==> src/common/bcrc_defines.svh <==
// register offsets, field positions, reset values and constants for the crc unit
`ifndef BCRC_DEFINES_SVH
`define BCRC_DEFINES_SVH

`define BCRC_ADDR_CONTROL 8'h84
`define BCRC_ADDR_INPUT 8'h85
`define BCRC_ADDR_RESULT 8'h86
`define BCRC_ADDR_REVERSE 8'hdf

`define BCRC_BIT_WIDTHSEL 4
`define BCRC_BIT_INIT 3
`define BCRC_BIT_INITVAL 2
`define BCRC_PTR_LSB 0
`define BCRC_PTR_MSB 1

`define BCRC_RESET_BYTE 8'h00
`define BCRC_POLY16 16'h1021
`define BCRC_POLY32 32'h04c11db7
`define BCRC_INIT_ZERO 32'h00000000
`define BCRC_INIT_ONES 32'hffffffff

`endif

==> src/common/bcrc_pkg.sv <==
// types shared by the crc unit
package bcrc_pkg;
  typedef logic [7:0] bcrc_byte_t;
  typedef logic [7:0] bcrc_addr_t;
  typedef logic [31:0] bcrc_result_t;
endpackage

==> src/logic/bcrc_unit.sv <==
// byte-fed crc unit with bit reverse register on the special function bus
//
// What this block does
// - 16-bit or 32-bit result by width select
// - poly 0x1021 or 0x04c11db7 by width select
// - control bit 3 write loads result; write-only
// - init value zeros or ones by select
// - each input byte folded into result
// - result holds until init, overwrite, byte
// - data port accesses pointer-selected result byte
// - 16-bit mode: pointer bit 0 picks byte
// - 32-bit mode: pointer picks one of four bytes
// - bit reverse register reads back mirrored
// - control bits 7-5 read zero
`timescale 1ns/1ns
`include "bcrc_defines.svh"

module bcrc_unit (
  // clock and reset
  input wire logic clk,
  input wire logic nrst,
  // special function register access, same clock domain as the core
  input wire bcrc_pkg::bcrc_addr_t sfrAddr,
  input wire logic sfrWe,
  input wire logic sfrRe,
  input wire bcrc_pkg::bcrc_byte_t sfrWdata,
  output bcrc_pkg::bcrc_byte_t sfrRdata,
  output logic sfrRvalid
);
  import bcrc_pkg::*;

  logic widthSel_r;
  logic initVal_r;
  logic [1:0] pointer_r;
  bcrc_result_t result_r;
  bcrc_result_t result_nxt;
  bcrc_byte_t reverse_r;
  bcrc_byte_t lastIn_r;
  bcrc_byte_t rdata_nxt;

  // one byte through the crc, msb first, no reflection
  function automatic bcrc_result_t crcByte(input bcrc_result_t cur,
                                            input bcrc_byte_t din,
                                            input logic wide);
    bcrc_result_t c;
    logic fb;
    c = cur;
    for (int i = 7; i >= 0; i--) begin
      if (wide) begin
        fb = c[31] ^ din[i];
        c = {c[30:0], 1'b0} ^ (fb ? `BCRC_POLY32 : 32'h00000000);
      end else begin
        // upper half kept so a later width switch sees the old bits
        fb = c[15] ^ din[i];
        c = {c[31:16], c[14:0], 1'b0} ^
            {16'h0000, (fb ? `BCRC_POLY16 : 16'h0000)};
      end
    end
    return c;
  endfunction

  // byte lane selected by the pointer; 16-bit mode ignores pointer bit 1
  function automatic logic [1:0] laneOf(input logic [1:0] ptr,
                                         input logic wide);
    return wide ? ptr : {1'b0, ptr[0]};
  endfunction

  function automatic bcrc_byte_t mirror(input bcrc_byte_t b);
    bcrc_byte_t m;
    for (int i = 0; i < 8; i++) begin
      m[i] = b[7 - i];
    end
    return m;
  endfunction

  wire logic wrCtl = sfrWe && (sfrAddr == `BCRC_ADDR_CONTROL);
  wire logic wrIn = sfrWe && (sfrAddr == `BCRC_ADDR_INPUT);
  wire logic wrRes = sfrWe && (sfrAddr == `BCRC_ADDR_RESULT);
  wire logic wrRev = sfrWe && (sfrAddr == `BCRC_ADDR_REVERSE);
  wire logic [1:0] lane = laneOf(pointer_r, widthSel_r);

  // control fields; the init bit is a strobe and is not stored
  always_ff @(posedge clk or negedge nrst) begin
    if (!nrst) begin
      widthSel_r <= 1'b0;
      initVal_r <= 1'b0;
      pointer_r <= 2'h0;
    end else if (wrCtl) begin
      widthSel_r <= sfrWdata[`BCRC_BIT_WIDTHSEL];
      initVal_r <= sfrWdata[`BCRC_BIT_INITVAL];
      pointer_r <= sfrWdata[`BCRC_PTR_MSB:`BCRC_PTR_LSB];
    end
  end

  // init uses the value select written in the same control write
  always_comb begin
    result_nxt = result_r;
    if (wrCtl && sfrWdata[`BCRC_BIT_INIT]) begin
      result_nxt = sfrWdata[`BCRC_BIT_INITVAL] ? `BCRC_INIT_ONES
                                               : `BCRC_INIT_ZERO;
    end else if (wrIn) begin
      result_nxt = crcByte(result_r, sfrWdata, widthSel_r);
    end else if (wrRes) begin
      case (lane)
        2'h0: result_nxt[7:0] = sfrWdata;
        2'h1: result_nxt[15:8] = sfrWdata;
        2'h2: result_nxt[23:16] = sfrWdata;
        2'h3: result_nxt[31:24] = sfrWdata;
        default: result_nxt = result_r;
      endcase
    end
  end

  always_ff @(posedge clk or negedge nrst) begin
    if (!nrst) begin
      result_r <= `BCRC_INIT_ZERO;
    end else begin
      result_r <= result_nxt;
    end
  end

  always_ff @(posedge clk or negedge nrst) begin
    if (!nrst) begin
      reverse_r <= `BCRC_RESET_BYTE;
      lastIn_r <= `BCRC_RESET_BYTE;
    end else begin
      if (wrRev) begin
        reverse_r <= mirror(sfrWdata);
      end
      if (wrIn) begin
        lastIn_r <= sfrWdata;
      end
    end
  end

  // registered read data, one cycle after the read strobe
  always_comb begin
    rdata_nxt = `BCRC_RESET_BYTE;
    case (sfrAddr)
      `BCRC_ADDR_CONTROL:
        rdata_nxt = {3'h0, widthSel_r, 1'b0, initVal_r, pointer_r};
      `BCRC_ADDR_INPUT:
        rdata_nxt = lastIn_r;
      `BCRC_ADDR_RESULT:
        rdata_nxt = result_r[8*lane +: 8];
      `BCRC_ADDR_REVERSE:
        rdata_nxt = reverse_r;
      default:
        rdata_nxt = `BCRC_RESET_BYTE;
    endcase
  end

  always_ff @(posedge clk or negedge nrst) begin
    if (!nrst) begin
      sfrRdata <= `BCRC_RESET_BYTE;
      sfrRvalid <= 1'b0;
    end else begin
      sfrRvalid <= sfrRe;
      sfrRdata <= sfrRe ? rdata_nxt : `BCRC_RESET_BYTE;
    end
  end

  // init strobe and control fields
  AST_INIT_ONES: assert property (@(posedge clk) disable iff (!nrst)
    wrCtl && sfrWdata[`BCRC_BIT_INIT] && sfrWdata[`BCRC_BIT_INITVAL]
    |=> result_r == `BCRC_INIT_ONES)
    else $error("init to ones failed");

  AST_INIT_ZERO: assert property (@(posedge clk) disable iff (!nrst)
    wrCtl && sfrWdata[`BCRC_BIT_INIT] && !sfrWdata[`BCRC_BIT_INITVAL]
    |=> result_r == `BCRC_INIT_ZERO)
    else $error("init to zeros failed");

  AST_CTL_WIDTH: assert property (@(posedge clk) disable iff (!nrst)
    wrCtl |=> widthSel_r == $past(sfrWdata[`BCRC_BIT_WIDTHSEL]))
    else $error("width select not stored");

  AST_CTL_VAL: assert property (@(posedge clk) disable iff (!nrst)
    wrCtl |=> initVal_r == $past(sfrWdata[`BCRC_BIT_INITVAL]))
    else $error("init value select not stored");

  AST_CTL_PTR: assert property (@(posedge clk) disable iff (!nrst)
    wrCtl |=> pointer_r == $past(sfrWdata[1:0]))
    else $error("pointer not stored");

  AST_PTR: assert property (@(posedge clk) disable iff (!nrst)
    !wrCtl |=> $stable(pointer_r))
    else $error("pointer changed without control write");

  AST_PTR_PORT: assert property (@(posedge clk) disable iff (!nrst)
    (wrRes || (sfrRe && sfrAddr == `BCRC_ADDR_RESULT)) && !wrCtl
    |=> $stable(pointer_r))
    else $error("data port access moved the pointer");

  // running result
  AST_HOLD: assert property (@(posedge clk) disable iff (!nrst)
    !wrCtl && !wrIn && !wrRes |=> $stable(result_r))
    else $error("result changed without cause");

  AST_HOLD_CTL: assert property (@(posedge clk) disable iff (!nrst)
    wrCtl && !sfrWdata[`BCRC_BIT_INIT] |=> $stable(result_r))
    else $error("control write without init moved result");

  AST_FOLD: assert property (@(posedge clk) disable iff (!nrst)
    wrIn |=> result_r == crcByte($past(result_r), $past(sfrWdata),
                                 $past(widthSel_r)))
    else $error("input byte not folded");

  // a single one bit from zero leaves exactly the polynomial
  AST_POLY32: assert property (@(posedge clk) disable iff (!nrst)
    wrIn && widthSel_r && result_r == 32'h00000000 && sfrWdata == 8'h01
    |=> result_r == `BCRC_POLY32)
    else $error("32-bit polynomial wrong");

  AST_POLY16: assert property (@(posedge clk) disable iff (!nrst)
    wrIn && !widthSel_r && result_r == 32'h00000000 && sfrWdata == 8'h01
    |=> result_r == {16'h0000, `BCRC_POLY16})
    else $error("16-bit polynomial wrong");

  AST_UPPER16: assert property (@(posedge clk) disable iff (!nrst)
    wrIn && !widthSel_r |=> $stable(result_r[31:16]))
    else $error("16-bit fold touched upper half");

  AST_PORT_WR: assert property (@(posedge clk) disable iff (!nrst)
    wrRes && widthSel_r && pointer_r == 2'h2
    |=> result_r[23:16] == $past(sfrWdata) && $stable(result_r[15:0]))
    else $error("data port write missed its byte");

  // bit reverse register
  AST_MIRROR: assert property (@(posedge clk) disable iff (!nrst)
    wrRev |=> reverse_r == {<<{$past(sfrWdata)}})
    else $error("bit reverse wrong");

  AST_REV_HOLD: assert property (@(posedge clk) disable iff (!nrst)
    !wrRev |=> $stable(reverse_r))
    else $error("bit reverse changed without write");

  // read path; data reflects state before a same-cycle write
  AST_CTL_RD: assert property (@(posedge clk) disable iff (!nrst)
    sfrRe && sfrAddr == `BCRC_ADDR_CONTROL |=> sfrRdata[7:5] == 3'h0
    && sfrRdata[`BCRC_BIT_INIT] == 1'b0)
    else $error("control reserved bits not zero");

  AST_CTL_FIELDS: assert property (@(posedge clk) disable iff (!nrst)
    sfrRe && sfrAddr == `BCRC_ADDR_CONTROL
    |=> sfrRdata[4:0] == {$past(widthSel_r), 1'b0, $past(initVal_r),
                          $past(pointer_r)})
    else $error("control fields read wrong");

  AST_LANE16: assert property (@(posedge clk) disable iff (!nrst)
    sfrRe && sfrAddr == `BCRC_ADDR_RESULT && !widthSel_r
    |=> sfrRdata == ($past(pointer_r[0]) ? $past(result_r[15:8])
                                         : $past(result_r[7:0])))
    else $error("16-bit lane select wrong");

  AST_LANE32: assert property (@(posedge clk) disable iff (!nrst)
    sfrRe && sfrAddr == `BCRC_ADDR_RESULT && widthSel_r
    && pointer_r == 2'h3 && !wrRes && !wrIn && !wrCtl
    |=> sfrRdata == result_r[31:24])
    else $error("32-bit lane select wrong");

  AST_LANE32_ANY: assert property (@(posedge clk) disable iff (!nrst)
    sfrRe && sfrAddr == `BCRC_ADDR_RESULT && widthSel_r
    |=> sfrRdata == 8'($past(result_r) >> {$past(pointer_r), 3'b000}))
    else $error("32-bit lane read wrong");

  AST_INPUT_RD: assert property (@(posedge clk) disable iff (!nrst)
    sfrRe && sfrAddr == `BCRC_ADDR_INPUT |=> sfrRdata == $past(lastIn_r))
    else $error("input register read wrong");

  AST_REV_RD: assert property (@(posedge clk) disable iff (!nrst)
    sfrRe && sfrAddr == `BCRC_ADDR_REVERSE
    |=> sfrRdata == $past(reverse_r))
    else $error("bit reverse read wrong");

  AST_UNMAPPED: assert property (@(posedge clk) disable iff (!nrst)
    sfrRe && sfrAddr != `BCRC_ADDR_CONTROL && sfrAddr != `BCRC_ADDR_INPUT
    && sfrAddr != `BCRC_ADDR_RESULT && sfrAddr != `BCRC_ADDR_REVERSE
    |=> sfrRdata == 8'h00)
    else $error("unmapped read not zero");

  // read handshake: valid and data follow the read strobe one cycle later, for as long as it is held
  AST_VALID: assert property (@(posedge clk) disable iff (!nrst)
    sfrRe |=> sfrRvalid)
    else $error("read valid missing");

  AST_VALID_LOW: assert property (@(posedge clk) disable iff (!nrst)
    !sfrRe |=> !sfrRvalid && sfrRdata == 8'h00)
    else $error("read valid or data without read");
endmodule

==> config.mk <==
export PLATFORM = sky130hd
export DESIGN_NAME = bcrc_unit
export DESIGN_NICKNAME = d
export VERILOG_FILES = /design/src/common/bcrc_pkg.sv /design/src/logic/bcrc_unit.sv
export VERILOG_INCLUDE_DIRS = /design/src /design/src/common
export SDC_FILE = /design/constraint.sdc
export NUM_CORES = 1
export LEC_CHECK = 0
export BUFFER_PORTS_ARGS = -buffer_cell sky130_fd_sc_hd__buf_2
export CAP_MARGIN = 20
export CORE_ASPECT_RATIO = 0.7
export CORE_MARGIN = 2
export CORE_UTILIZATION = 48
export CTS_CLUSTER_DIAMETER = 60
export CTS_CLUSTER_SIZE = 8
export DETAILED_ROUTE_END_ITERATION = 8
export PLACE_DENSITY = 0.65
export SLEW_MARGIN = 15
export SYNTH_ARGS = -nofsm -noshare
export SYNTH_HDL_FRONTEND = slang
export SYNTH_SLANG_ARGS = --single-unit
export TNS_END_PERCENT = 100
==> constraint.sdc <==
create_clock -name clk -period 2.5 [get_ports clk]
set_clock_uncertainty 0.2 [all_clocks]
set_input_delay 0.5 -clock clk [delete_from_list [all_inputs] [get_ports clk]]
set_output_delay 0.5 -clock clk [all_outputs]
set_load 0.02 [all_outputs]
==> results of run 1 <==
==> critical path: stages (launching register included) <==
cell	delay [ps]
dfrtp_2	460
buf_4	200
xnor2_2	350
xor3_1	570
nand2_1	180
xnor2_1	130
o22ai_1	90
a22o_1	190
==> registers in the layout (all words and copies together) (netlist names) <==
signal	cells
result_r	32
lastIn_r	8
reverse_r	8
sfrRdata	8
pointer_r	2
initVal_r	1
sfrRvalid	1
widthSel_r	1
==> path summary, 6_finish.rpt <==
check,startpoint,to,slack (ps),cells after the start
worst max register to register,result_r[31]$_DFFE_PN0P_,result_r[15]$_DFFE_PN0P_,30,7
min in group asynchronous,nrst,sfrRdata[7]$_DFF_PN0_,450,2
max in group asynchronous,nrst,result_r[22]$_DFFE_PN0P_,1030,3
worst min register to register,lastIn_r[2]$_DFFE_PN0P_,lastIn_r[2]$_DFFE_PN0P_,280,2
worst min-delay path,sfrRe,sfrRvalid$_DFF_PN0_,140,1
worst max-delay path,result_r[31]$_DFFE_PN0P_,result_r[15]$_DFFE_PN0P_,30,7
==> power by group through the flow <==
stage	registers, W	logic, W	clock network (W)
global placement	0.00120	0.00199	0
detailed placement	0.00120	0.00202	0
CTS	0.00119	0.00204	0.00130
floorplan	0.00116	0.00148	0
finish	0.00119	0.00209	0.00129
global route	0.00120	0.00224	0.00134
==> per-stage QoR <==
| step | setup slack [ps] | setup TNS [ps] |
|---|---|---|
| final | 25.9 | 0 |
| after global routing | 2.60 | 0 |
| after CTS | 49.0 | 0 |
| after detailed placement | -102 | -418 |
| after global placement | -68.8 | -230 |
| after floorplan | 162 | 0 |
==> cells by family after synthesis <==
kind of cell	count (synthesis)	share of synthesized area, %
simple gates	150	13.5
xor+xnor	123	26.5
compound gates	121	15.7
flops	61	29.7
buf+inv	46	4.22
mux	40	10.3
==> layer usage <==
layer / part of all wire (%) / track usage [%]
met5: 0 / 0
met1: 44 / 51.0
met4: 2.3 / 10.1
met2: 41 / 46.1
met3: 13 / 10.3
==> what timing repair did <==
action	CTS	global route
setup endpoints to repair	1	9
pin swaps	0	1
buffers inserted	0	2
resized for setup	1	8
hold buffers	1	0
endpoints found under the hold margin	16	0
==> placed cells by master, fill, tap and decap left out, drive strengths merged, types with 9 or more instances in the layout <==
cell type and count:
buf 119, xnor2 75, dfrtp 61, nand2 56
nor2 46, xor2 34, a21oi 32, o21ai 27
mux2i 19, mux2 13, xnor3 11, clkbuf 11
a31oi 9
==> final cells by class <==
class,instances,area [um^2],area share [%]
flip-flops and latches,61,1530,24.1
multi-input cells,434,3430,54.0
well taps,132,165,2.60
clock buffers,11,233,3.66
repair buffers,120,906,14.3
clock inverters,5,62.6,0.984
inverters,7,26.3,0.413
==> summary.txt, run 1 <==
Layout
  – Design area: 6350 um^2
  – Nets: 653
  – Diodes inserted: 0
  – Fill cells: 908
  – Final Util: 61.1%
  – Layout cells sized above 1: 28.5%
  – Layout area overhead: 23.8%
  – Layout Cells excl Fill: 770

Clock network
  – Worst skew pair latency: 350 ps
  – H-tree level count: 3
  – CTS clk-pin slew, worst paths: 60 ps
  – Max Buffers Root-to-Sink: 2
  – Sink Count: 61
  – Num CTS Buffers: 9
  – Root Buffer: clkbuf_16
  – CTS tree: built

Timing
  – Minimum clock period: 2470 ps
  – Final Hold Fails: 0
  – Slew Viols, Final: 0
  – Final setup viols: 0
  – Worst hold slack: 140 ps
  – Final period utilization: 99.0%
  – Max Freq: 404 MHz
  – Worst Tran Pin Value: 711 ps
  – Relative slew slack: 52.3%
  – RSZ-0062 raised after global routing: no

Global routing
  – Vias in the first global route: 4625
  – Largest net degree at the start of global routing: 46
  – First-pass GRT wire length: 28.6 mm
  – Grt ovf: 0
  – Initial antenna violation count: 0
  – GRT Resource Usage Total: 33.8%

Logic synthesis
  – Most frequent cell after synthesis: xnor2_1
  – Synth top cells by count: 69 x xnor2_1, 61 x dfrtp_1, 56 x nand2_1
  – Yosys warning count: 0
  – Asr flop ratio synth: 100%
  – Syn avg cell area: 9.49 um^2
  – Top FF cell, synth: dfrtp_1
  – Mapped Cells: 541
  – Post-synthesis sequential area ratio: 29.7%
  – Number of flops mapped to enable cells by yosys: 0
  – Syn_nets: 561
  – Top cell type's share of synthesized area: 29.7%
  – Mapped cell area: 5130 um^2
  – Yosys cell types: 67
  – Flops & latches, synth: 61
  – Post-synth top area cell: dfrtp_1
  – Top cells by area, synth: dfrtp_1 30%, xnor2_1 12%, xor2_1 5.1%, xnor3_1 4.4%, nand2_1 4.1%

Routing
  – Routed len/inst: 24.4 um
  – Vias per inst: 6.20
  – Final wirelength: 18.8 mm
  – DRT Pass-1 Iters: 5
  – Initial DRC count: 644
  – Via count: 4775
  – Number of remaining DRC errors: 0
  – Antenna viol nets, final: 0

Floorplanning
  – Initial core utilization: 49.4%
  – Die height: 90.5 um
  – Die X: 128 um
  – I/O pin count: 29
  – Die Footprint: 11600 um^2
  – Row count: 31
  – Core area: 10400 um^2

Power and ir drop
  – Design Power: 0.00457 W
  – Leakage dissipation: 2.89 nW
  – Switch share: 36.2%
  – Net Sw Power: 0.00166 W
  – Logic pwr share: 45.7%
  – Worst VDD drop: 0.407 mV
  – Power density cells: 720 nW/um^2
  – Sequential share of power: 26.1%
  – Clock power frac: 28.3%
  – Internal: 0.00292 W

Place
  – Dpl hpwl: 14.3 mm
  – Placement Cell Area: 5990 um^2
  – Placed Instances: 751
  – Buffers added on ports: 28
  – Gpl congestion: 1.04

Worst setup path
  – WS Path Type: register to register
  – Req. time, crit path: 2530 ps
  – Crit-path max FO: 6
  – Crit end category: register
  – Critical Path Start Type: register
  – Arrival time at the worst endpoint: 2500 ps

Run
  – Max-Cap Viols: 0

Hold path
  – Worst hold path type: input port to register

Run status
  – Status: finished, final reports clean
Power figures use the tool's default switching activity.
==> run 2, diff against run 1 <==
--- a/config.mk
+++ b/config.mk
@@ -14,6 +14,7 @@
 export CTS_CLUSTER_DIAMETER = 60
 export CTS_CLUSTER_SIZE = 8
 export DETAILED_ROUTE_END_ITERATION = 8
+export HOLD_SLACK_MARGIN = 0.15
 export PLACE_DENSITY = 0.65
 export SLEW_MARGIN = 15
 export SYNTH_ARGS = -nofsm -noshare
==> run 2 against run 1 <==
Net effect: sequential power is essentially flat; non-clock buffer count is 1 higher; via count is 0.27% higher; power grew 0.20%; critical path type unchanged; critical endpoint unchanged.
==> summary.txt, run 2 (same netlist as run 1, synthesis figures left out) <==
Clock network
  – Root Buffer: clkbuf_16
  – Num CTS Buffers: 9 (unchanged)
  – CTS tree: built
  – H-tree level count: 3 (unchanged)
  – Worst skew pair latency: 350 ps (about the same)
  – CTS clk-pin slew, worst paths: 60 ps (about the same)
  – Max Buffers Root-to-Sink: 2 (unchanged)
  – Sink Count: 61 (unchanged)

Run status
  – Status: finished, final reports clean

Layout
  – Layout area overhead: 24.0%
  – Diodes inserted: 0 (unchanged)
  – Fill cells: 907 (-0.11%)
  – Nets: 654 (+0.15%)
  – Max FFs per register: 32 (unchanged)
  – Area of the multi-input gates: 3430 um^2 (unchanged)
  – Register name with the most flops: result_r
  – Commonest cells after routing, fill and taps aside: 84 x buf_4, 67 x xnor2_1, 59 x dfrtp_1
  – Layout cells sized above 1: 28.5% (-0.045 points)
  – FF+latch area: 1530 um^2 (unchanged)
  – Final Util: 61.2% (+0.096 points)
  – Most common cell after layout, fill and taps aside: buf_4

Floorplanning
  – Die Footprint: 11600 um^2 (unchanged)
  – Row count: 31 (unchanged)
  – Die height: 90.5 um (unchanged)
  – Die X: 128 um (unchanged)
  – I/O pin count: 29 (unchanged)
  – Core area: 10400 um^2 (unchanged)
  – Initial core utilization: 49.4% (unchanged)

Worst setup path
  – Critical path's largest stage delay: 570 ps (about the same)
  – Req. time, crit path: 2530 ps (about the same)
  – CP bufs+invs: 1 (unchanged)
  – Crit end category: register
  – Arrival time at the worst endpoint: 2520 ps (+20 ps)
  – WS Path Type: register to register
  – Critical path cell sequence: buf_4 -> xnor2_2 -> xor3_1 -> nand2_1 -> xnor2_1 -> o22ai_1 -> a22o_1
  – Crit-path slowest cell: xor3_1
  – CP delay by family, top: XOR/XNOR gates
  – Crit-path max FO: 6 (unchanged)
  – Critical Path Start Type: register

Global routing
  – Vias in the first global route: 4635 (+0.22%)
  – Initial antenna violation count: 0 (unchanged)
  – First-pass GRT wire length: 28.6 mm (about the same)
  – Grt ovf: 0 (unchanged)
  – GRT Resource Usage Total: 33.8% (about the same)
  – Largest net degree at the start of global routing: 46 (unchanged)

Timing
  – Final Hold Fails: 0 (unchanged)
  – Relative slew slack: 53.2% (+0.96 points)
  – Max Freq: 401 MHz (-0.90%)
  – Final period utilization: 99.9% (+0.89 points)
  – Setup TNS Final: 0 ps (unchanged)
  – Minimum clock period: 2500 ps (+22.4 ps)
  – Final setup viols: 0 (unchanged)
  – Worst Tran Pin Value: 697 ps (-14.3 ps)
  – Slew Viols, Final: 0 (unchanged)
  – RSZ-0062 raised after global routing: no

Place
  – Gpl congestion: 1.04 (unchanged)
  – Dpl hpwl: 14.3 mm (unchanged)
  – Buffers added on ports: 28 (unchanged)

Routing
  – Via count: 4788 (+0.27%)
  – Initial DRC count: 627 (-2.6%)
  – Antenna viol nets, final: 0 (unchanged)
  – Vias per inst: 6.21 (+0.14%)
  – Final wirelength: 18.8 mm (+0.34%)
  – Number of remaining DRC errors: 0 (unchanged)
  – Routed len/inst: 24.4 um (+0.21%)
  – DRT Pass-1 Iters: 5 (unchanged)

Run
  – Max-Cap Viols: 0 (unchanged)

Power and ir drop
  – Power density cells: 720 nW/um^2 (about the same)
  – Leakage dissipation: 2.89 nW (+0.14%)
  – Worst VDD drop: 0.412 mV (+1.2%)

Hold path
  – Worst hold path type: input port to register
-- run 2: cell types whose count changed in the layout (fill, tap and decap cells not counted), sizes merged --
cell / before / now
dlygate4sd3: 1 / 2
-- run 2: final timing paths --
path | to | slack (ps) | from | cells past startpoint
max in group asynchronous | result_r[22]$_DFFE_PN0P_ | 1030 | nrst | 3
worst max register to register | result_r[15]$_DFFE_PN0P_ | 4 | result_r[31]$_DFFE_PN0P_ | 7
worst max-delay path | result_r[15]$_DFFE_PN0P_ | 4 | result_r[31]$_DFFE_PN0P_ | 7
worst min register to register | lastIn_r[3]$_DFFE_PN0P_ | 290 | lastIn_r[3]$_DFFE_PN0P_ | 2
worst min-delay path | lastIn_r[7]$_DFFE_PN0P_ | 280 | sfrWdata[7] | 3
min in group asynchronous | sfrRdata[7]$_DFF_PN0_ | 460 | nrst | 2
-- run 2: power by group --
group	leakage [nW]	switching, W	internal [W]
logic	1.94	0.00103	0.00107
clock network	0.136	0.000520	0.000777
registers	0.814	0.000119	0.00107
total	2.89	0.00167	0.00292
-- run 2: worst reg2reg max path, stage by stage (launching register included) --
cell	delay, ps
dfrtp_2	460
buf_4	200
xnor2_2	360
xor3_1	570
nand2_1	190
xnor2_1	140
o22ai_1	90
a22o_1	180
-- run 2: cell type report --
cell class,instances,share of cell area [%]
multi-input combinational,434,53.9
sequential,61,24.0
timing repair buffer,121,14.4
clock buffer,11,3.66
tap,132,2.59
clock inverter,5,0.983
inverter,7,0.413
-- run 2: stage by stage --
stage               power (W)  std cells  hold WS, ps  setup slack [ps]  instance area (um^2)
CTS                   0.00453        769          281              49.0                  6320
global placement      0.00319        751          257             -68.8                  5990
floorplan             0.00263        541         4.41               162                  5130
finish                0.00458        771          283              3.55                  6360
detailed placement    0.00322        751          272              -102                  5990
global route          0.00478        771          294              2.60                  6360
-- run 2: timing repair --
action | in CTS | in global routing
endpoints found under the setup margin | 1 | 9
hold endpoints to repair | 17 | 0
resized for setup | 1 | 8
pin swaps | 0 | 1
setup buffers | 0 | 2
hold buffers | 2 | 0
-- run 2: metal layers --
metal	GRT usage, %	up-vias	share of wire [%]
met2	46.2	313	41
met1	51.0	2344	44
li1	-	2098	-
met5	0	-	0
met4	10.1	0	2.1
met3	10.3	33	13
==> run 3, diff against run 2 <==
--- a/config.mk
+++ b/config.mk
@@ -6,6 +6,7 @@
 export SDC_FILE = /design/constraint.sdc
 export NUM_CORES = 1
 export LEC_CHECK = 0
+export ABC_AREA = 1
 export BUFFER_PORTS_ARGS = -buffer_cell sky130_fd_sc_hd__buf_2
 export CAP_MARGIN = 20
 export CORE_ASPECT_RATIO = 0.7
==> run 3 against run 2 <==
Net effect: the flow now finishes with violations (negative setup slack); worst setup slack worse by 91 ps; synthesized cell count up 36%; critical path depth grew 7; final area rose by 14%; via count increased by 30%; sequential power barely moved; sequential share of layout area is 3.0 points lower; global-route usage rose by 5.8 points; largest cell class unchanged; highest routed layer unchanged.
==> summary.txt, run 3 <==
Place
  – Placed Instances: 992 (+32%)
  – Buffers added on ports: 28 (unchanged)
  – Gpl congestion: 1.10 (+5.8%)
  – Dpl hpwl: 16.3 mm (+14%)

Floorplanning
  – I/O pin count: 29 (unchanged)
  – Die height: 89.0 um (-1.7%)
  – Row count: 30 (-3.2%)
  – Initial core utilization: 50.2% (+0.83 points)
  – Die Footprint: 11200 um^2 (-3.3%)
  – Core area: 9870 um^2 (-5.0%)
  – Die X: 125 um (-1.7%)

Timing
  – Final Hold Fails: 0 (unchanged)
  – RSZ-0062 raised after global routing: yes
  – Setup slack after layout: -87.3 ps (-90.9 ps)
  – Setup TNS Final: -535 ps (-535 ps)
  – Final period utilization: 103% (+3.6 points)
  – Slew Viols, Final: 0 (unchanged)
  – Relative slew slack: 66.8% (+14 points)
  – Minimum clock period: 2590 ps (+90.9 ps)
  – Max Freq: 386 MHz (-3.5%)
  – Worst Tran Pin Value: 498 ps (-199 ps)
  – Final setup viols: 11 (+11)

Routing
  – Met3 WL: 3.41 mm (+40%)
  – Met2 Wirelength: 9.42 mm (+21%)
  – DR top layer: met4
  – Via count: 6248 (+30%)
  – Antenna viol nets, final: 0 (unchanged)
  – Number of remaining DRC errors: 0 (unchanged)
  – Vias per inst: 6.01 (-3.3%)
  – Initial DRC count: 805 (+28%)
  – Final wirelength: 22.8 mm (+21%)
  – Routed len/inst: 21.9 um (-10%)
  – DRT Pass-1 Iters: 6 (+1)
  – M1 wire length: 9.18 mm (+12%)

Layout
  – Max FFs per register: 32 (unchanged)
  – Layout Cells excl Fill: 1040 (+35%)
  – Nets: 927 (+42%)
  – Diodes inserted: 0 (unchanged)
  – Layout cells sized above 1: 35.1% (+6.6 points)
  – Register name with the most flops: result_r
  – Layout area overhead: 46.8%
  – Most common cell after layout, fill and taps aside: nand2_1
  – Commonest cells after routing, fill and taps aside: 199 x nand2_1, 131 x buf_4, 74 x inv_1
  – Fill cells: 757 (-17%)

Clock network
  – H-tree level count: 3 (unchanged)
  – CTS tree: built
  – Max Buffers Root-to-Sink: 2 (unchanged)
  – Sink Count: 61 (unchanged)
  – Root Buffer: clkbuf_16
  – Num CTS Buffers: 9 (unchanged)
  – CTS clk-pin slew, worst paths: 70 ps (about the same)
  – Worst skew pair latency: 350 ps (about the same)

Power and ir drop
  – Logic pwr share: 46.8% (+1.1 points)
  – Leakage dissipation: 3.70 nW (+28%)
  – Clock power frac: 30.7% (+2.4 points)
  – Sequential share of power: 22.4% (-3.6 points)
  – Design Power: 0.00524 W (+14%)
  – Switch share: 39.5% (+3.1 points)
  – Internal: 0.00317 W (+8.8%)
  – Net Sw Power: 0.00207 W (+24%)
  – Power density cells: 720 nW/um^2 (about the same)
  – Worst VDD drop: 0.446 mV (+8.2%)

Logic synthesis
  – Top cells by area, synth: dfrtp_1 31%, nand2_1 17%, o21ai_0 6.1%, inv_1 5.9%, a21oi_1 4.6%
  – Most frequent cell after synthesis: nand2_1
  – Syn_nets: 754 (+34%)
  – Yosys warning count: 0 (unchanged)
  – Top cell type's share of synthesized area: 30.8% (+1.1 points)
  – Number of flops mapped to enable cells by yosys: 0 (unchanged)
  – Top FF cell, synth: dfrtp_1
  – Synth top cells by count: 227 x nand2_1, 78 x inv_1, 61 x dfrtp_1
  – Flops & latches, synth: 61 (unchanged)
  – Mapped cell area: 4960 um^2 (-3.4%)
  – Asr flop ratio synth: 100% (unchanged)
  – Post-synth top area cell: dfrtp_1
  – Yosys cell types: 49 (-27%)
  – Syn avg cell area: 6.76 um^2 (-29%)
  – Mapped Cells: 734 (+36%)
  – Post-synthesis sequential area ratio: 30.8% (+1.1 points)

Global routing
  – Initial antenna violation count: 0 (unchanged)
  – GRT Resource Usage Total: 39.5% (+5.8 points)
  – First-pass GRT wire length: 32.5 mm (+14%)
  – Largest net degree at the start of global routing: 62 (+35%)
  – Vias in the first global route: 5661 (+22%)
  – Grt ovf: 0 (unchanged)

Worst setup path
  – Critical Path Start Type: register
  – WS Path Type: register to register
  – Reg2reg setup slack: -90 ps (-90 ps)
  – Reg-to-reg startpoint: widthSel_r$_DFFE_PN0P_
  – Req. time, crit path: 2530 ps (about the same)
  – Worst R2R End: result_r[14]$_DFFE_PN0P_
  – Crit-path max FO: 8 (+2)
  – Crit end category: register
  – Reg2Reg Depth: 14 (+7)
  – Arrival time at the worst endpoint: 2620 ps (+100 ps)

Run status
  – Status: finished, violations left
  – Failing checks: negative setup slack

Hold path
  – Hold Path End: lastIn_r[1]$_DFFE_PN0P_
  – Worst hold start: lastIn_r[1]$_DFFE_PN0P_
  – Hold depth: 2 (-1)
  – Worst hold path type: register to register

Run
  – Max-Cap Viols: 0 (unchanged)
[run 3: cell types whose count changed in the layout (fill, tap and decap cells not counted), moves of 24 or more]
cell	previous run	this run
nand2_1	56	199
nand2_2	0	32
buf_4	84	131
nand3_1	8	34
o21ai_0	21	45
xnor2_1	67	9
inv_1	7	74
[run 3: power groups by stage]
stage	combinational [W]	clock (W)	sequential, W
6_report	0.00246	0.00161	0.00118
3_5_place_dp	0.00184	0	0.00118
4_1_cts	0.00193	0.00161	0.00117
5_1_grt	0.00259	0.00165	0.00118
3_3_place_gp	0.00182	0	0.00118
2_1_floorplan	0.00111	0	0.00115
[run 3: layout make-up]
cell class | instances | area, um^2 | share of cell area (%)
clock inverters | 7 | 146 | 2.01
flip-flops and latches | 61 | 1530 | 21.0
repair buffers | 178 | 1430 | 19.6
well taps | 128 | 160 | 2.20
inverters | 86 | 337 | 4.62
clock buffers | 9 | 225 | 3.09
multi-input cells | 571 | 3460 | 47.5
[run 3: timing repair]
item / 4_1_cts / 5_1_grt
hold endpoints to repair: 62 / 0
gates cloned: 0 / 2
setup buffers: 7 / 22
pin swaps: 12 / 41
hold buffers: 2 / 0
gates resized for setup: 28 / 99
setup endpoints to repair: 21 / 30
[run 3: worst max-delay path by stage]
stage | from | endpoint | cells past startpoint
finish | widthSel_r$_DFFE_PN0P_ | result_r[14]$_DFFE_PN0P_ | 14
global route | widthSel_r$_DFFE_PN0P_ | result_r[13]$_DFFE_PN0P_ | 17
CTS | widthSel_r$_DFFE_PN0P_ | result_r[13]$_DFFE_PN0P_ | 17
detailed placement | widthSel_r$_DFFE_PN0P_ | result_r[8]$_DFFE_PN0P_ | 17
global placement | sfrWdata[7] | result_r[8]$_DFFE_PN0P_ | 20
floorplan | sfrAddr[5] | result_r[16]$_DFFE_PN0P_ | 12
[run 3: routing by layer]
layer / vias to the layer above / GRT usage [%]
li1: 2746 / -
met1: 2926 / 54.3
met2: 477 / 56.7
met3: 99 / 15.8
met4: 0 / 13.6
met5: - / 0.840
[run 3: worst max-delay path, stage by stage, from the launching register on]
cell and delay, ps:
dfrtp_2 480, buf_12 160, buf_4 120, nand3_4 140, buf_12 170, xor2_4 150, xor2_2 180, nand2_1 70
nand2_1 50, nand2_1 70, nand2_2 90, nor2_1 270, o21ai_2 120, nand2_1 110, a21oi_2 60
[run 3: cells by family after synthesis]
family	Yosys count	synth area share [%]
buf+inv	103	8.58
simple gates	363	31.9
mux	1	0.227
xor+xnor	44	9.13
compound gates	162	19.4
flops	61	30.8
[run 3: metrics by stage]
| step | hold slack (ps) | worst slack [ps] | area [um^2] | util, % |
|---|---|---|---|---|
| 2_1_floorplan | 4.41 | 121 | 4960 | - |
| 3_3_place_gp | 268 | -216 | 6120 | 62.0 |
| 3_5_place_dp | 279 | -238 | 6120 | 62.0 |
| 4_1_cts | 298 | -29.1 | 6680 | 67.6 |
| 5_1_grt | 329 | -228 | 7280 | 73.8 |
| 6_report | 290 | -87.3 | 7280 | 73.8 |
